`src/hdl/cpu_cfg_pkg.sv`:
```
/*
  Constants, field positions and carrier types for the processor configuration bank.
  Assumes a single 250 MHz core clock and a 32-bit Avalon-MM register port.
*/
package cpu_cfg_pkg;

  // Register byte offsets
  localparam logic [5:0] OFS_POWER_PROT  = 6'h00;
  localparam logic [5:0] OFS_MAP_SMM     = 6'h04;
  localparam logic [5:0] OFS_IO_RECOVERY = 6'h08;
  localparam logic [5:0] OFS_SMM_PINS    = 6'h0C;
  localparam logic [5:0] OFS_REGION3     = 6'h10;
  localparam logic [5:0] OFS_STATUS      = 6'h14;

  // power_protection_config fields
  localparam int BIT_NW_LOCK          = 2;
  localparam int BIT_SUSPEND_ON_HALT  = 3;
  localparam int BIT_LOW_REGION_WP    = 4;
  localparam int BIT_SUSPEND_PINS_EN  = 7;
  localparam logic [7:0] MASK_POWER_PROT = 8'h9C;

  // map_smm_burst_config fields
  localparam int BIT_SMM_CONFIG_LOCK  = 0;
  localparam int BIT_NMI_IN_SMM_EN    = 1;
  localparam int BIT_LINEAR_BURST     = 2;
  localparam int POS_EXT_MAP          = 4;
  localparam logic [7:0] MASK_MAP_SMM = 8'hF7;
  localparam logic [3:0] EXT_MAP_ALL  = 4'h1;

  // io_recovery_config fields
  localparam int POS_IO_RECOVERY       = 0;
  localparam int BIT_DTE_CACHE_EN      = 4;
  localparam int BIT_IDENTIFY_EN       = 7;
  localparam logic [7:0] MASK_IO_RECOVERY = 8'h97;
  localparam logic [2:0] IO_RECOVERY_RST  = 3'h5;
  localparam logic [2:0] IO_RECOVERY_NONE = 3'h7;

  // smm pin and region control fields
  localparam int BIT_SMM_PINS_EN      = 1;
  localparam int BIT_SMM_MEM_ACCESS   = 2;
  localparam int BIT_REGION3_SMM      = 7;
  localparam logic [7:0] MASK_SMM_PINS = 8'h86;
  localparam logic [3:0] REGION_SIZE_OFF  = 4'h0;
  localparam logic [3:0] REGION_SIZE_FULL = 4'hF;

  // Reset values
  localparam logic [7:0]  RST_POWER_PROT  = 8'h00;
  localparam logic [7:0]  RST_MAP_SMM     = 8'h00;
  localparam logic [7:0]  RST_IO_RECOVERY = {5'h00, IO_RECOVERY_RST};
  localparam logic [7:0]  RST_SMM_PINS    = 8'h00;
  localparam logic [23:0] RST_REGION3     = 24'h000000;

  // Low memory window 640 KByte to 1 MByte
  localparam logic [31:0] LOW_REGION_BASE = 32'h000A_0000;
  localparam logic [31:0] LOW_REGION_END  = 32'h0010_0000;
  localparam logic [31:0] REGION_UNIT     = 32'h0000_1000;

  // Core memory access carrier
  typedef struct packed {
    logic        valid;
    logic        cacheable;
    logic [31:0] addr;
  } mem_access_s;

  // Burst sequencer modes
  typedef enum logic [1:0] {BURST_IDLE, BURST_RUN} burst_state_e;

endpackage

```
`src/hdl/burst_addr_seq.sv`:
```
/*
  Burst beat address generator for four-beat line fills.
  Assumes start_i is a one-cycle pulse and beats advance every clock.
*/
`timescale 1ns/1ps
`default_nettype none
module burst_addr_seq #(
  parameter int BEATS_W = 2
) (
  // Clock and reset
  input  wire logic               clk_sys_i,
  input  wire logic               rst_n_i,
  // Control
  input  wire logic               start_i,
  input  wire logic               linear_i,
  input  wire logic [BEATS_W-1:0] first_beat_i,
  // Beat output
  output logic                    beat_valid_o,
  output logic [BEATS_W-1:0]      beat_addr_o
);

  cpu_cfg_pkg::burst_state_e state_r;
  logic [BEATS_W-1:0]        first_r;
  logic [BEATS_W-1:0]        count_r;
  logic                      linear_r;
  logic                      last_beat;
  logic [BEATS_W-1:0]        beat_addr_nxt;

  assign last_beat     = (count_r == {BEATS_W{1'b1}});
  assign beat_addr_nxt = linear_r ? BEATS_W'(first_r + count_r) : (first_r ^ count_r);

  always_ff @(posedge clk_sys_i or negedge rst_n_i) begin
    if (!rst_n_i) begin
      state_r      <= cpu_cfg_pkg::BURST_IDLE;
      first_r      <= '0;
      count_r      <= '0;
      linear_r     <= 1'b0;
      beat_valid_o <= 1'b0;
      beat_addr_o  <= '0;
    end else begin
      unique case (state_r)
        cpu_cfg_pkg::BURST_IDLE: begin
          beat_valid_o <= 1'b0;
          count_r      <= '0;
          if (start_i) begin
            first_r  <= first_beat_i;
            linear_r <= linear_i;
            state_r  <= cpu_cfg_pkg::BURST_RUN;
          end
        end
        cpu_cfg_pkg::BURST_RUN: begin
          beat_valid_o <= 1'b1;
          beat_addr_o  <= beat_addr_nxt;
          count_r      <= BEATS_W'(count_r + 1'b1);
          if (last_beat) begin
            state_r <= cpu_cfg_pkg::BURST_IDLE;
          end
        end
      endcase
    end
  end

endmodule // burst_addr_seq
`default_nettype wire

```
`src/hdl/io_recovery_gap.sv`:
```
/*
  Minimum bus clock gap enforcer between I/O accesses.
  Assumes bus_tick_i is a one-cycle enable per bus clock and io_done_i marks an I/O end.
*/
`timescale 1ns/1ps
`default_nettype none
module io_recovery_gap #(
  parameter int CNT_W = 7
) (
  // Clock and reset
  input  wire logic       clk_sys_i,
  input  wire logic       rst_n_i,
  // Control
  input  wire logic       bus_tick_i,
  input  wire logic [2:0] recovery_i,
  input  wire logic       io_done_i,
  // Status
  output logic            io_ready_o
);

  logic [CNT_W-1:0] gap_r;
  logic [CNT_W-1:0] gap_len;
  logic             no_delay;

  assign no_delay = (recovery_i == cpu_cfg_pkg::IO_RECOVERY_NONE);
  assign gap_len  = CNT_W'(1) << recovery_i;

  always_ff @(posedge clk_sys_i or negedge rst_n_i) begin
    if (!rst_n_i) begin
      gap_r      <= '0;
      io_ready_o <= 1'b1;
    end else begin
      if (io_done_i && !no_delay) begin
        gap_r      <= gap_len;
        io_ready_o <= 1'b0;
      end else if (bus_tick_i && gap_r != '0) begin
        gap_r      <= CNT_W'(gap_r - 1'b1);
        io_ready_o <= (gap_r == CNT_W'(1));
      end else if (gap_r == '0) begin
        io_ready_o <= 1'b1;
      end
    end
  end

endmodule // io_recovery_gap
`default_nettype wire

```
`src/hdl/cpu_config_control_bank.sv`:
```
/*
  Processor configuration bank: power and protection, map, SYSTEM_MANAGEMENT_MODE lock, burst order,
  I/O recovery, directory cache and identification controls behind an Avalon-MM slave.
  Assumes core strobes are synchronous to clk_sys_i and smm_active_i marks SYSTEM_MANAGEMENT_INTERRUPT service.
*/
`timescale 1ns/1ps
`default_nettype none
module cpu_config_control_bank #(
  parameter int BUS_DIV = 4
) (
  // Clock and reset
  input  wire logic                     clk_sys_i,
  input  wire logic                     rst_n_i,
  // Avalon-MM slave
  input  wire logic [5:0]               avs_address_i,
  input  wire logic                     avs_read_i,
  input  wire logic                     avs_write_i,
  input  wire logic [31:0]              avs_writedata_i,
  input  wire logic [3:0]               avs_byteenable_i,
  output logic [31:0]                   avs_readdata_o,
  output logic                          avs_waitrequest_o,
  // Core events
  input  wire logic                     smm_active_i,
  input  wire logic                     halt_exec_i,
  input  wire logic                     wake_i,
  input  wire logic                     nmi_i,
  input  wire logic                     nw_write_i,
  input  wire logic                     nw_wdata_i,
  input  wire logic                     query_flag_write_i,
  input  wire logic                     query_flag_wdata_i,
  input  wire logic                     identify_exec_i,
  input  wire cpu_cfg_pkg::mem_access_s access_i,
  input  wire logic                     io_done_i,
  input  wire logic                     burst_start_i,
  input  wire logic [1:0]               burst_first_i,
  input  wire logic [7:0]               cfg_index_i,
  // Suspend pins
  input  wire logic                     suspend_request_in_n_i,
  output logic                          suspend_ack_out_n_o,
  output logic                          suspend_ack_out_oe_o,
  // Core controls
  output logic                          cache_writethrough_disable_o,
  output logic                          processor_query_flag_o,
  output logic                          identify_ok_o,
  output logic                          invalid_opcode_o,
  output logic                          suspend_state_o,
  output logic                          write_protect_o,
  output logic                          smm_region_hit_o,
  output logic                          nmi_take_o,
  output logic                          cfg_index_visible_o,
  output logic                          dte_cache_enable_o,
  output logic                          smm_pins_enable_o,
  output logic                          smm_memory_access_o,
  output logic                          io_ready_o,
  output logic                          burst_valid_o,
  output logic [1:0]                    burst_addr_o
);

  // Index visibility under the map setting
  function automatic logic index_visible(input logic [7:0] idx, input logic [3:0] map);
    index_visible = (map == cpu_cfg_pkg::EXT_MAP_ALL) ||
                    (idx >= 8'hC0 && idx <= 8'hCF) || idx == 8'hFE || idx == 8'hFF;
  endfunction

  // Byte-enable merge
  function automatic logic [7:0] merge_byte(input logic [7:0] old, input logic [7:0] wdata,
                                            input logic en, input logic [7:0] mask);
    merge_byte = en ? (wdata & mask) : old;
  endfunction

  // Region three match
  function automatic logic region_hit(input logic [31:0] addr, input logic [23:0] reg3);
    logic [31:0] base;
    logic [31:0] span;
    base = {reg3[23:4], 12'h000};
    span = (cpu_cfg_pkg::REGION_UNIT << (reg3[3:0] - 4'h1)) - 32'h1;
    if (reg3[3:0] == cpu_cfg_pkg::REGION_SIZE_OFF) begin
      region_hit = 1'b0;
    end else if (reg3[3:0] == cpu_cfg_pkg::REGION_SIZE_FULL) begin
      region_hit = 1'b1;
    end else begin
      region_hit = ((addr ^ base) & ~span) == 32'h0;
    end
  endfunction

  logic [7:0]  power_prot_r;
  logic [7:0]  map_smm_r;
  logic [7:0]  io_recovery_r;
  logic [7:0]  smm_pins_r;
  logic [23:0] region3_r;
  logic        pin_suspend_r;
  logic [7:0]  div_r;
  logic        bus_tick_r;
  logic        io_ready;

  // Bus decode
  wire        bus_req    = avs_read_i | avs_write_i;
  wire        bus_accept = bus_req & ~avs_waitrequest_o;
  wire        wr_en      = avs_write_i & bus_accept;
  wire        hit_power  = (avs_address_i == cpu_cfg_pkg::OFS_POWER_PROT);
  wire        hit_map    = (avs_address_i == cpu_cfg_pkg::OFS_MAP_SMM);
  wire        hit_io     = (avs_address_i == cpu_cfg_pkg::OFS_IO_RECOVERY);
  wire        hit_pins   = (avs_address_i == cpu_cfg_pkg::OFS_SMM_PINS);
  wire        hit_reg3   = (avs_address_i == cpu_cfg_pkg::OFS_REGION3);
  wire        hit_status = (avs_address_i == cpu_cfg_pkg::OFS_STATUS);
  wire [3:0]  ext_map    = map_smm_r[cpu_cfg_pkg::POS_EXT_MAP +: 4];
  wire        io_exposed = (ext_map == cpu_cfg_pkg::EXT_MAP_ALL);
  wire        smm_locked = map_smm_r[cpu_cfg_pkg::BIT_SMM_CONFIG_LOCK];
  wire        smm_wr_ok  = ~smm_locked | smm_active_i;
  wire        pins_en    = power_prot_r[cpu_cfg_pkg::BIT_SUSPEND_PINS_EN];
  wire        suspend_request_in_req   = pins_en & ~suspend_request_in_n_i;

  // Locked bits keep their value outside SYSTEM_MANAGEMENT_MODE; lock bit is sticky
  wire [7:0]  map_keep   = smm_wr_ok ? 8'h00 : (8'h01 << cpu_cfg_pkg::BIT_NMI_IN_SMM_EN);
  wire [7:0]  map_new    = merge_byte(map_smm_r, avs_writedata_i[7:0], avs_byteenable_i[0],
                                      cpu_cfg_pkg::MASK_MAP_SMM);
  wire [7:0]  map_nxt    = (map_new & ~map_keep) | (map_smm_r & map_keep) |
                           (map_smm_r & (8'h01 << cpu_cfg_pkg::BIT_SMM_CONFIG_LOCK));
  wire [23:0] reg3_nxt   = {merge_byte(region3_r[23:16], avs_writedata_i[23:16], avs_byteenable_i[2], 8'hFF),
                            merge_byte(region3_r[15:8], avs_writedata_i[15:8], avs_byteenable_i[1], 8'hFF),
                            merge_byte(region3_r[7:0], avs_writedata_i[7:0], avs_byteenable_i[0], 8'hFF)};

  wire [31:0] status_word = {28'h0, smm_locked, ~io_ready, pin_suspend_r, suspend_state_o};
  wire [31:0] rd_mux = hit_power  ? {24'h0, power_prot_r} :
                       hit_map    ? {24'h0, map_smm_r} :
                       (hit_io && io_exposed) ? {24'h0, io_recovery_r} :
                       hit_pins   ? {24'h0, smm_pins_r} :
                       hit_reg3   ? {8'h0, region3_r} :
                       hit_status ? status_word : 32'h0;

  // Avalon slave handshake
  always_ff @(posedge clk_sys_i or negedge rst_n_i) begin
    if (!rst_n_i) begin
      avs_waitrequest_o <= 1'b1;
      avs_readdata_o    <= 32'h0;
    end else begin
      avs_waitrequest_o <= ~(bus_req & avs_waitrequest_o);
      if (avs_read_i && avs_waitrequest_o) begin
        avs_readdata_o <= rd_mux;
      end
    end
  end

  // Register writes
  always_ff @(posedge clk_sys_i or negedge rst_n_i) begin
    if (!rst_n_i) begin
      power_prot_r  <= cpu_cfg_pkg::RST_POWER_PROT;
      map_smm_r     <= cpu_cfg_pkg::RST_MAP_SMM;
      io_recovery_r <= cpu_cfg_pkg::RST_IO_RECOVERY;
      smm_pins_r    <= cpu_cfg_pkg::RST_SMM_PINS;
      region3_r     <= cpu_cfg_pkg::RST_REGION3;
    end else if (wr_en) begin
      if (hit_power) begin
        power_prot_r <= merge_byte(power_prot_r, avs_writedata_i[7:0], avs_byteenable_i[0],
                                   cpu_cfg_pkg::MASK_POWER_PROT);
      end
      if (hit_map) begin
        map_smm_r <= map_nxt;
      end
      if (hit_io && io_exposed) begin
        io_recovery_r <= merge_byte(io_recovery_r, avs_writedata_i[7:0], avs_byteenable_i[0],
                                    cpu_cfg_pkg::MASK_IO_RECOVERY);
      end
      if (hit_pins && smm_wr_ok) begin
        smm_pins_r <= merge_byte(smm_pins_r, avs_writedata_i[7:0], avs_byteenable_i[0],
                                 cpu_cfg_pkg::MASK_SMM_PINS);
      end
      if (hit_reg3 && smm_wr_ok) begin
        region3_r <= reg3_nxt;
      end
    end
  end

  // Core side flags
  always_ff @(posedge clk_sys_i or negedge rst_n_i) begin
    if (!rst_n_i) begin
      cache_writethrough_disable_o <= 1'b0;
      processor_query_flag_o       <= 1'b0;
      identify_ok_o                <= 1'b0;
      invalid_opcode_o             <= 1'b0;
    end else begin
      if (nw_write_i && !power_prot_r[cpu_cfg_pkg::BIT_NW_LOCK]) begin
        cache_writethrough_disable_o <= nw_wdata_i;
      end
      if (query_flag_write_i && io_recovery_r[cpu_cfg_pkg::BIT_IDENTIFY_EN]) begin
        processor_query_flag_o <= query_flag_wdata_i;
      end
      identify_ok_o    <= identify_exec_i & io_recovery_r[cpu_cfg_pkg::BIT_IDENTIFY_EN];
      invalid_opcode_o <= identify_exec_i & ~io_recovery_r[cpu_cfg_pkg::BIT_IDENTIFY_EN];
    end
  end

  // Suspend control
  always_ff @(posedge clk_sys_i or negedge rst_n_i) begin
    if (!rst_n_i) begin
      suspend_state_o      <= 1'b0;
      pin_suspend_r        <= 1'b0;
      suspend_ack_out_n_o  <= 1'b1;
      suspend_ack_out_oe_o <= 1'b0;
    end else begin
      if (halt_exec_i && power_prot_r[cpu_cfg_pkg::BIT_SUSPEND_ON_HALT]) begin
        suspend_state_o <= 1'b1;
      end else if (suspend_request_in_req) begin
        suspend_state_o <= 1'b1;
      end else if (wake_i || pin_suspend_r) begin
        suspend_state_o <= 1'b0;
      end
      pin_suspend_r        <= suspend_request_in_req;
      suspend_ack_out_oe_o <= pins_en;
      suspend_ack_out_n_o  <= ~(pins_en & suspend_state_o);
    end
  end

  // Access qualifiers
  always_ff @(posedge clk_sys_i or negedge rst_n_i) begin
    if (!rst_n_i) begin
      write_protect_o     <= 1'b0;
      smm_region_hit_o    <= 1'b0;
      nmi_take_o          <= 1'b0;
      cfg_index_visible_o <= 1'b0;
      dte_cache_enable_o  <= 1'b0;
      smm_pins_enable_o   <= 1'b0;
      smm_memory_access_o <= 1'b0;
    end else begin
      write_protect_o     <= access_i.valid & access_i.cacheable &
                             power_prot_r[cpu_cfg_pkg::BIT_LOW_REGION_WP] &
                             (access_i.addr >= cpu_cfg_pkg::LOW_REGION_BASE) &
                             (access_i.addr < cpu_cfg_pkg::LOW_REGION_END);
      smm_region_hit_o    <= access_i.valid & smm_pins_r[cpu_cfg_pkg::BIT_REGION3_SMM] &
                             region_hit(access_i.addr, region3_r);
      nmi_take_o          <= nmi_i & (~smm_active_i | map_smm_r[cpu_cfg_pkg::BIT_NMI_IN_SMM_EN]);
      cfg_index_visible_o <= index_visible(cfg_index_i, ext_map);
      dte_cache_enable_o  <= io_recovery_r[cpu_cfg_pkg::BIT_DTE_CACHE_EN];
      smm_pins_enable_o   <= smm_pins_r[cpu_cfg_pkg::BIT_SMM_PINS_EN];
      smm_memory_access_o <= smm_pins_r[cpu_cfg_pkg::BIT_SMM_MEM_ACCESS];
    end
  end

  // Bus clock enable divider
  always_ff @(posedge clk_sys_i or negedge rst_n_i) begin
    if (!rst_n_i) begin
      div_r      <= 8'h00;
      bus_tick_r <= 1'b0;
    end else begin
      bus_tick_r <= (div_r == 8'(BUS_DIV - 1));
      div_r      <= (div_r == 8'(BUS_DIV - 1)) ? 8'h00 : 8'(div_r + 8'h01);
    end
  end

  io_recovery_gap #(
    .CNT_W(7)
  ) u_io_gap (
    .clk_sys_i  (clk_sys_i),
    .rst_n_i    (rst_n_i),
    .bus_tick_i (bus_tick_r),
    .recovery_i (io_recovery_r[cpu_cfg_pkg::POS_IO_RECOVERY +: 3]),
    .io_done_i  (io_done_i),
    .io_ready_o (io_ready)
  );

  always_ff @(posedge clk_sys_i or negedge rst_n_i) begin
    if (!rst_n_i) begin
      io_ready_o <= 1'b1;
    end else begin
      io_ready_o <= io_ready & ~io_done_i;
    end
  end

  burst_addr_seq #(
    .BEATS_W(2)
  ) u_burst (
    .clk_sys_i    (clk_sys_i),
    .rst_n_i      (rst_n_i),
    .start_i      (burst_start_i),
    .linear_i     (map_smm_r[cpu_cfg_pkg::BIT_LINEAR_BURST]),
    .first_beat_i (burst_first_i),
    .beat_valid_o (burst_valid_o),
    .beat_addr_o  (burst_addr_o)
  );

endmodule // cpu_config_control_bank
`default_nettype wire

```
`config.mk`:
```
export PLATFORM = sky130hd
export DESIGN_NAME = cpu_config_control_bank
export DESIGN_NICKNAME = d
export VERILOG_FILES = /design/src/hdl/cpu_cfg_pkg.sv /design/src/hdl/burst_addr_seq.sv /design/src/hdl/io_recovery_gap.sv /design/src/hdl/cpu_config_control_bank.sv
export SDC_FILE = /design/constraint.sdc
export NUM_CORES = 1
export LEC_CHECK = 0
export BUFFER_PORTS_ARGS = -buffer_cell sky130_fd_sc_hd__buf_2
export CORE_MARGIN = 2
export CORE_UTILIZATION = 30
export CTS_BUF_LIST = sky130_fd_sc_hd__clkbuf_16
export CTS_CLUSTER_DIAMETER = 100
export CTS_CLUSTER_SIZE = 16
export DETAILED_ROUTE_END_ITERATION = 10
export PLACE_DENSITY = 0.53
export SLEW_MARGIN = 10
export SYNTH_ARGS = -nofsm -noshare
export SYNTH_HDL_FRONTEND = slang
export SYNTH_SLANG_ARGS = --single-unit
```
`constraint.sdc`:
```
create_clock -name clk_sys_i -period 3.3 [get_ports clk_sys_i]
set_input_delay 0.66 -clock clk_sys_i [delete_from_list [all_inputs] [get_ports clk_sys_i]]
set_output_delay 0.66 -clock clk_sys_i [all_outputs]
set_load 0.01 [all_outputs]
```
# Word level (Yosys, flattened, before mapping)
# Index checks and enable logic that the tools add are counted.
dict set report classes {
  shifts 2
  addsub 6
  mux 25
  n_lt_le_gt_ge 4
  eq_ne 16
  n_bitwise 36
  reduce_logical 34
}
# cell count
set ops {}
lappend ops {{$mux W24} 5}
lappend ops {{$and A32 B32 Y32} 1}
lappend ops {{$ge A32 B20 Y1 const B} 1}
lappend ops {{$logic_not A32 Y1} 1}
lappend ops {{$lt A32 B21 Y1 const B} 1}
lappend ops {{$not A32 Y32} 1}
lappend ops {{$shl A13 B4 Y32 const A} 1}
lappend ops {{$sub A32 B1 Y32 const B} 1}
lappend ops {{$xor A32 B32 Y32} 1}
lappend ops {{$reduce_and A3 Y1} 6}
lappend ops {{$eq A8 B8 Y1 const B} 2}
lappend ops {{$mux W8} 2}
lappend ops {{$and A1 B1 Y1} 15}
lappend ops {{$mux W7} 2}
lappend ops {{$eq A6 B4 Y1 const B} 2}
lappend ops {{$eq A6 B5 Y1 const B} 2}
lappend ops {{$logic_and A1 B1 Y1} 10}
lappend ops {{$not A1 Y1} 9}
lappend ops {{$add A8 B1 Y8 const B} 1}
lappend ops {{$and A8 B2 Y8} 1}
lappend ops {{$and A8 B8 Y8} 1}
lappend ops {{$eq A8 B2 Y1 const B} 1}
lappend ops {{$ge A8 B8 Y1 const B} 1}
lappend ops {{$le A8 B8 Y1 const B} 1}
lappend ops {{other kinds (34)} 54}
dict set report totals {
  wordCells 158
  output_inout_bits 51
  ff_bits 120
  input_bits 102
}

# Depth between registers and ports, before layout
dict set report depth {
  ltp_word 9
  mapped_depth 11
  mapped_depth_nobuf 9
}

# Modules after synthesis
# A second synthesis with hierarchy kept.
dict set report unflattened {
  cells_unflattened 502
  area_unflattened_um2 5461.5
}
# mod instances area_each_um2 cells_per_inst seq_area_each_um2
set by_module_without_submodules {}
lappend by_module_without_submodules {cpu_config_control_bank 1 4460.5 406 2333.5}
lappend by_module_without_submodules {io_recovery_gap 1 639.4 72 201.4}
lappend by_module_without_submodules {burst_addr_seq 1 361.6 24 225.2}

# Worst setup path before layout
# Ideal clock, no wire load.
dict set report synth_timing {
  path_type {reg2reg}
  startpoint {reg region3_r[3]}
  endpoint {reg smm_region_hit_o}
  synth_period_minus_slack_ns 2.347
  t_required_ns 3.217
  n_path_buf 2
  stages_incl_launch_ff 12
  path_slack_ns 0.953
  setup_ns 0.083
  t_arrival_ns 2.265
  cell_sequence {dfrtp_1 -> clkbuf_1 -> nor2_1 -> nand3b_1 -> ha_1 -> clkbuf_1 -> or3b_2 -> a21oi_1 -> a211oi_1 -> a31oi_1 -> o2111ai_1 -> o21ai_0}
}
dict set report synth_between {
  elab_chain_cells 9
  word_cells_on_any_way 11
  cone_classes {add/sub (2); eq/ne (1); shift (1); mux (2); bitwise (3); reduce/logical (2)}
}
# element line
set synth_rtl {}
lappend synth_rtl {{start: declaration} cpu_config_control_bank.sv:90} ;# logic [23:0] region3_r;
lappend synth_rtl {{start signal: assignment} cpu_config_control_bank.sv:151} ;# region3_r <= cpu_cfg_pkg::RST_REGION3;
lappend synth_rtl {{start signal: assignment} cpu_config_control_bank.sv:169} ;# region3_r <= reg3_nxt;
lappend synth_rtl {{$sub A4 B1 Y4} cpu_config_control_bank.sv:76} ;# span = (cpu_cfg_pkg::REGION_UNIT << (reg3[3:0] - 4'h1)) - 32'h1;
lappend synth_rtl {{$shl A13 B4 Y32} cpu_config_control_bank.sv:76}
lappend synth_rtl {{$sub A32 B1 Y32} cpu_config_control_bank.sv:76}
lappend synth_rtl {{$not A32 Y32} cpu_config_control_bank.sv:82} ;# region_hit = ((addr ^ base) & ~span) == 32'h0;
lappend synth_rtl {{$and A32 B32 Y32} cpu_config_control_bank.sv:82}
lappend synth_rtl {{$logic_not A32 Y1} cpu_config_control_bank.sv:82}
lappend synth_rtl {{$mux W1} cpu_config_control_bank.sv:79} ;# end else if (reg3[3:0] == cpu_cfg_pkg::REGION_SIZE_FULL) begin
lappend synth_rtl {{$mux W1 (*)} cpu_config_control_bank.sv:77} ;# if (reg3[3:0] == cpu_cfg_pkg::REGION_SIZE_OFF) begin
lappend synth_rtl {{$and A1 B1 Y1 (*)} cpu_config_control_bank.sv:229} ;# smm_region_hit_o <= access_i.valid & smm_pins_r[cpu_cfg_pkg::BIT_REGION3_SMM] &
lappend synth_rtl {{end signal: assignment} cpu_config_control_bank.sv:229}
lappend synth_rtl {{end: declaration} cpu_config_control_bank.sv:48} ;# output logic smm_region_hit_o,
# Mark *: on every way between the ends. The rest lies on a longest branch, timed or not.
# A chain may end at the register's enable or synchronous reset.

# Worst setup path in the final report
dict set report layout_timing {
  startpoint {reg region3_r[1]}
  endpoint {reg smm_region_hit_o}
}
# The elaborated chain is that of the path after synthesis.

==> impl_metrics.tcl <==
set metrics [dict create \
    syn_avg_cell_area_um2 11.4 \
    antenna_cells 0 \
    fill_cells 1726 \
    reg2reg_from "region3_r[1]" \
    startpoint_type "flip-flop" \
    ant_nets 0 \
    finish.utilization_pct 37.6 \
    p_int_mw 2.33 \
    use_met3_pct 3.05 \
    maxCapViolCount 0 \
    status "complete, no violations" \
    vias 4062 \
    core_region_area_mm2 0.0174 \
    r2r_cells 8 \
    gp_congestion 0.851 \
    antenna_found_initial 0 \
    ys_ff_latch 110 \
    rsz0062_at_grt "no" \
    yosysWarningCount 0 \
    path_clk_slew_ps 70 \
    nNetsFinal 699 \
    top_level_ports 153 \
    setup_viol 0 \
    firstDrtPassIters 4 \
    cts_resized 0 \
    cts_root_buf "clkbuf_16" \
    synth-edff-count 0 \
    die_area_mm2 0.0189 \
    area_delta_synth_final_pct 22.1 \
    io_buffers 122 \
    drc_errors 0 \
    htreeDepth 3 \
    arrival_ps 2780 \
    path_cells "nand3b_1 -> ha_1 -> or3b_2 -> a21oi_1 -> a211oi_1 -> a31oi_1 -> o2111ai_1 -> o21ai_0" \
    grt_pass1_wl_mm 22.4 \
    regArea_mm2 0.00276 \
    cts_buffer_depth 2 \
    cts_tree "done" \
    initial_core_util_pct 30.8 \
    path_max_fanout 15 \
    met2_usage_pct 23.6 \
    fin_tns_setup_ps 0 \
    p_comb_share_pct 14.2 \
    synthArstFlopShare_pct 100 \
    clock_skew_ps 7.51 \
    vias_per_cell 4.95 \
    initialDrtViolationCount 180 \
    use_met1_pct 21.9 \
    cts_sinks 110 \
    pwr-share-clk_pct 37.7 \
    die_w_um 137 \
    cpLargestDelayFamily "simple AND/OR/NAND/NOR gates" \
    max_freq_mhz 398 \
    slowest_stage "dfrtp_1" \
    grt_pass1_vias 4109 \
    rrSetupSlack_ps 790 \
    synth_top_flop_cell "dfrtp_1" \
    grt_remaining_overflow 0 \
    sw_frac_of_total_pct 26.4 \
    busiest_layer "met2" \
    track_usage_pct 15.5 \
    endpoint_kind "flip-flop" \
    power.density_mw_per_mm2 485 \
    syn-cell-area_mm2 0.00535 \
    max-slew-margin-rel_pct 49.0 \
    hpwl_mm 10.7 \
    avgRoutedWirePerCell_um 17.4 \
    max_stage_delay_ps 550 \
    multi_input_area_mm2 0.00246 \
    drive_gt1_share_pct 35.8 \
    hold_viol_final 0 \
    r2r_end "smm_region_hit_o" \
    die_h_um 137 \
    holdBufCountCts 0 \
    p_sw_mw 0.837 \
    timing.final.crit_share_pct 76.1 \
    crit_required_ps 3570 \
    clock_latency_ps 360 \
    synth_cell_types 67 \
    drv_slew 0 \
    vdd.ir_drop.worst_v 0.000332 \
    hp-class "in -> async" \
    synthCells 467 \
    routed_wl_mm 14.3 \
    period_minus_slack_ps 2510 \
    grt_max_degree 64 \
    p_leak_nw 3.12 \
    crit_buf_inv 0 \
    tightest_slew_ps 755 \
    ys_seq_area_share_pct 51.6 \
    crit_type "reg -> reg" \
    seq_power_share_pct 48.2 \
    cts_buffers 9 \
    std_cell_rows 48 \
    post-cts-setup-buffers 0 \
]
## registers in the layout, summed over array words and instances, names as in the netlist, 2 cells and up, named ones only
register,count
io_recovery_r,5
map_smm_r,6
u_io_gap.gap_r,7
region3_r,24
avs_readdata_o,24
u_burst.beat_addr_o,2
power_prot_r,4
u_burst.count_r,2
u_burst.first_r,2
div_r,8
smm_pins_r,3
## metrics by stage
step / area (um2) / worst slack, ps / cells / hold slack, ps / total power [mW]
2_1_floorplan: 5370 / 953 / 474 / 364 / 1.81
3_3_place_gp: 6200 / 834 / 804 / 405 / 2.00
3_5_place_dp: 6200 / 804 / 804 / 405 / 2.01
4_1_cts: 6530 / 784 / 820 / 343 / 3.21
5_1_grt: 6530 / 606 / 820 / 362 / 3.33
6_report: 6530 / 789 / 820 / 318 / 3.17
## cell type report
type / instances / area share [%]
Clock buffer: 9 / 3.45
Clock inverter: 7 / 1.48
Inverter: 5 / 0.288
Multi-Input combinational cell: 335 / 37.8
Sequential cell: 110 / 42.3
Tap cell: 225 / 4.31
Timing Repair Buffer: 129 / 10.4
## synthesized netlist by cell type, types with 4 or more instances
cell type,number,share of area [%]
nor2b_1,16,1.9
a21oi_1,17,1.6
nor2_1,19,1.3
nor3_1,8,0.75
a211oi_1,6,0.84
o21ai_0,24,2.2
a22o_1,17,2.8
nor4_1,5,0.59
nand2_1,34,2.4
dfstp_2,6,2.9
xnor2_1,23,3.8
a22oi_1,4,0.56
ha_1,7,1.6
nand3_1,11,1.0
mux2_2,48,10
inv_1,5,0.35
xor2_1,8,1.3
buf_4,9,1.3
a31oi_1,4,0.47
dfrtp_1,104,49
nand2b_1,4,0.47
clkbuf_1,12,0.84
and2_1,4,0.47
## cells by family after synthesis
logic type	after synthesis	synth area share, %
AND/OR/NAND/NOR	136	15.0
buffers and inverters	29	2.74
flip-flops	110	51.6
adder cells (fa/ha/maj)	7	1.64
multiplexers	50	10.5
XOR/XNOR	31	5.08
AO/OA/AOI/OAI	103	13.3
other	1	0.0702
## worst max-delay path by stage
stage,from,end,slack (ps),depth (start not counted)
after detailed placement,region3_r[1],smm_region_hit_o,800,8
after floorplan,region3_r[3],smm_region_hit_o,950,11
after CTS,region3_r[1],smm_region_hit_o,780,8
final,region3_r[1],smm_region_hit_o,790,8
after global placement,avs_address_i[4],region3_r[14],830,6
after global routing,region3_r[1],smm_region_hit_o,610,8
## power groups by stage
stage | Combinational (mW) | Sequential [mW] | Clock (mW)
after floorplan | 0.269 | 1.54 | 0
after global placement | 0.449 | 1.55 | 0
after detailed placement | 0.456 | 1.55 | 0
after CTS | 0.457 | 1.53 | 1.22
after global routing | 0.509 | 1.54 | 1.28
final | 0.449 | 1.52 | 1.19
## per-layer routing
metal / share of wire [%] / vias up
li1: - / 1939
met3: 3.8 / 22
met1: 47 / 2006
met4: 2.0 / 0
met5: 0 / -
met2: 47 / 95
## cell usage in the layout, fill, tap and decap left out, types with 8 or more instances in the layout
cell	instances
nor2_1	19
nor3_1	8
nand2_1	34
buf_2	121
xor2_1	8
xnor2_1	23
o21ai_0	24
mux2_2	48
dfrtp_1	104
nor2b_1	16
nand3_1	11
clkbuf_16	9
conb_1	8
a21oi_1	17
a22o_1	17
Power figures use the tool's default switching activity.
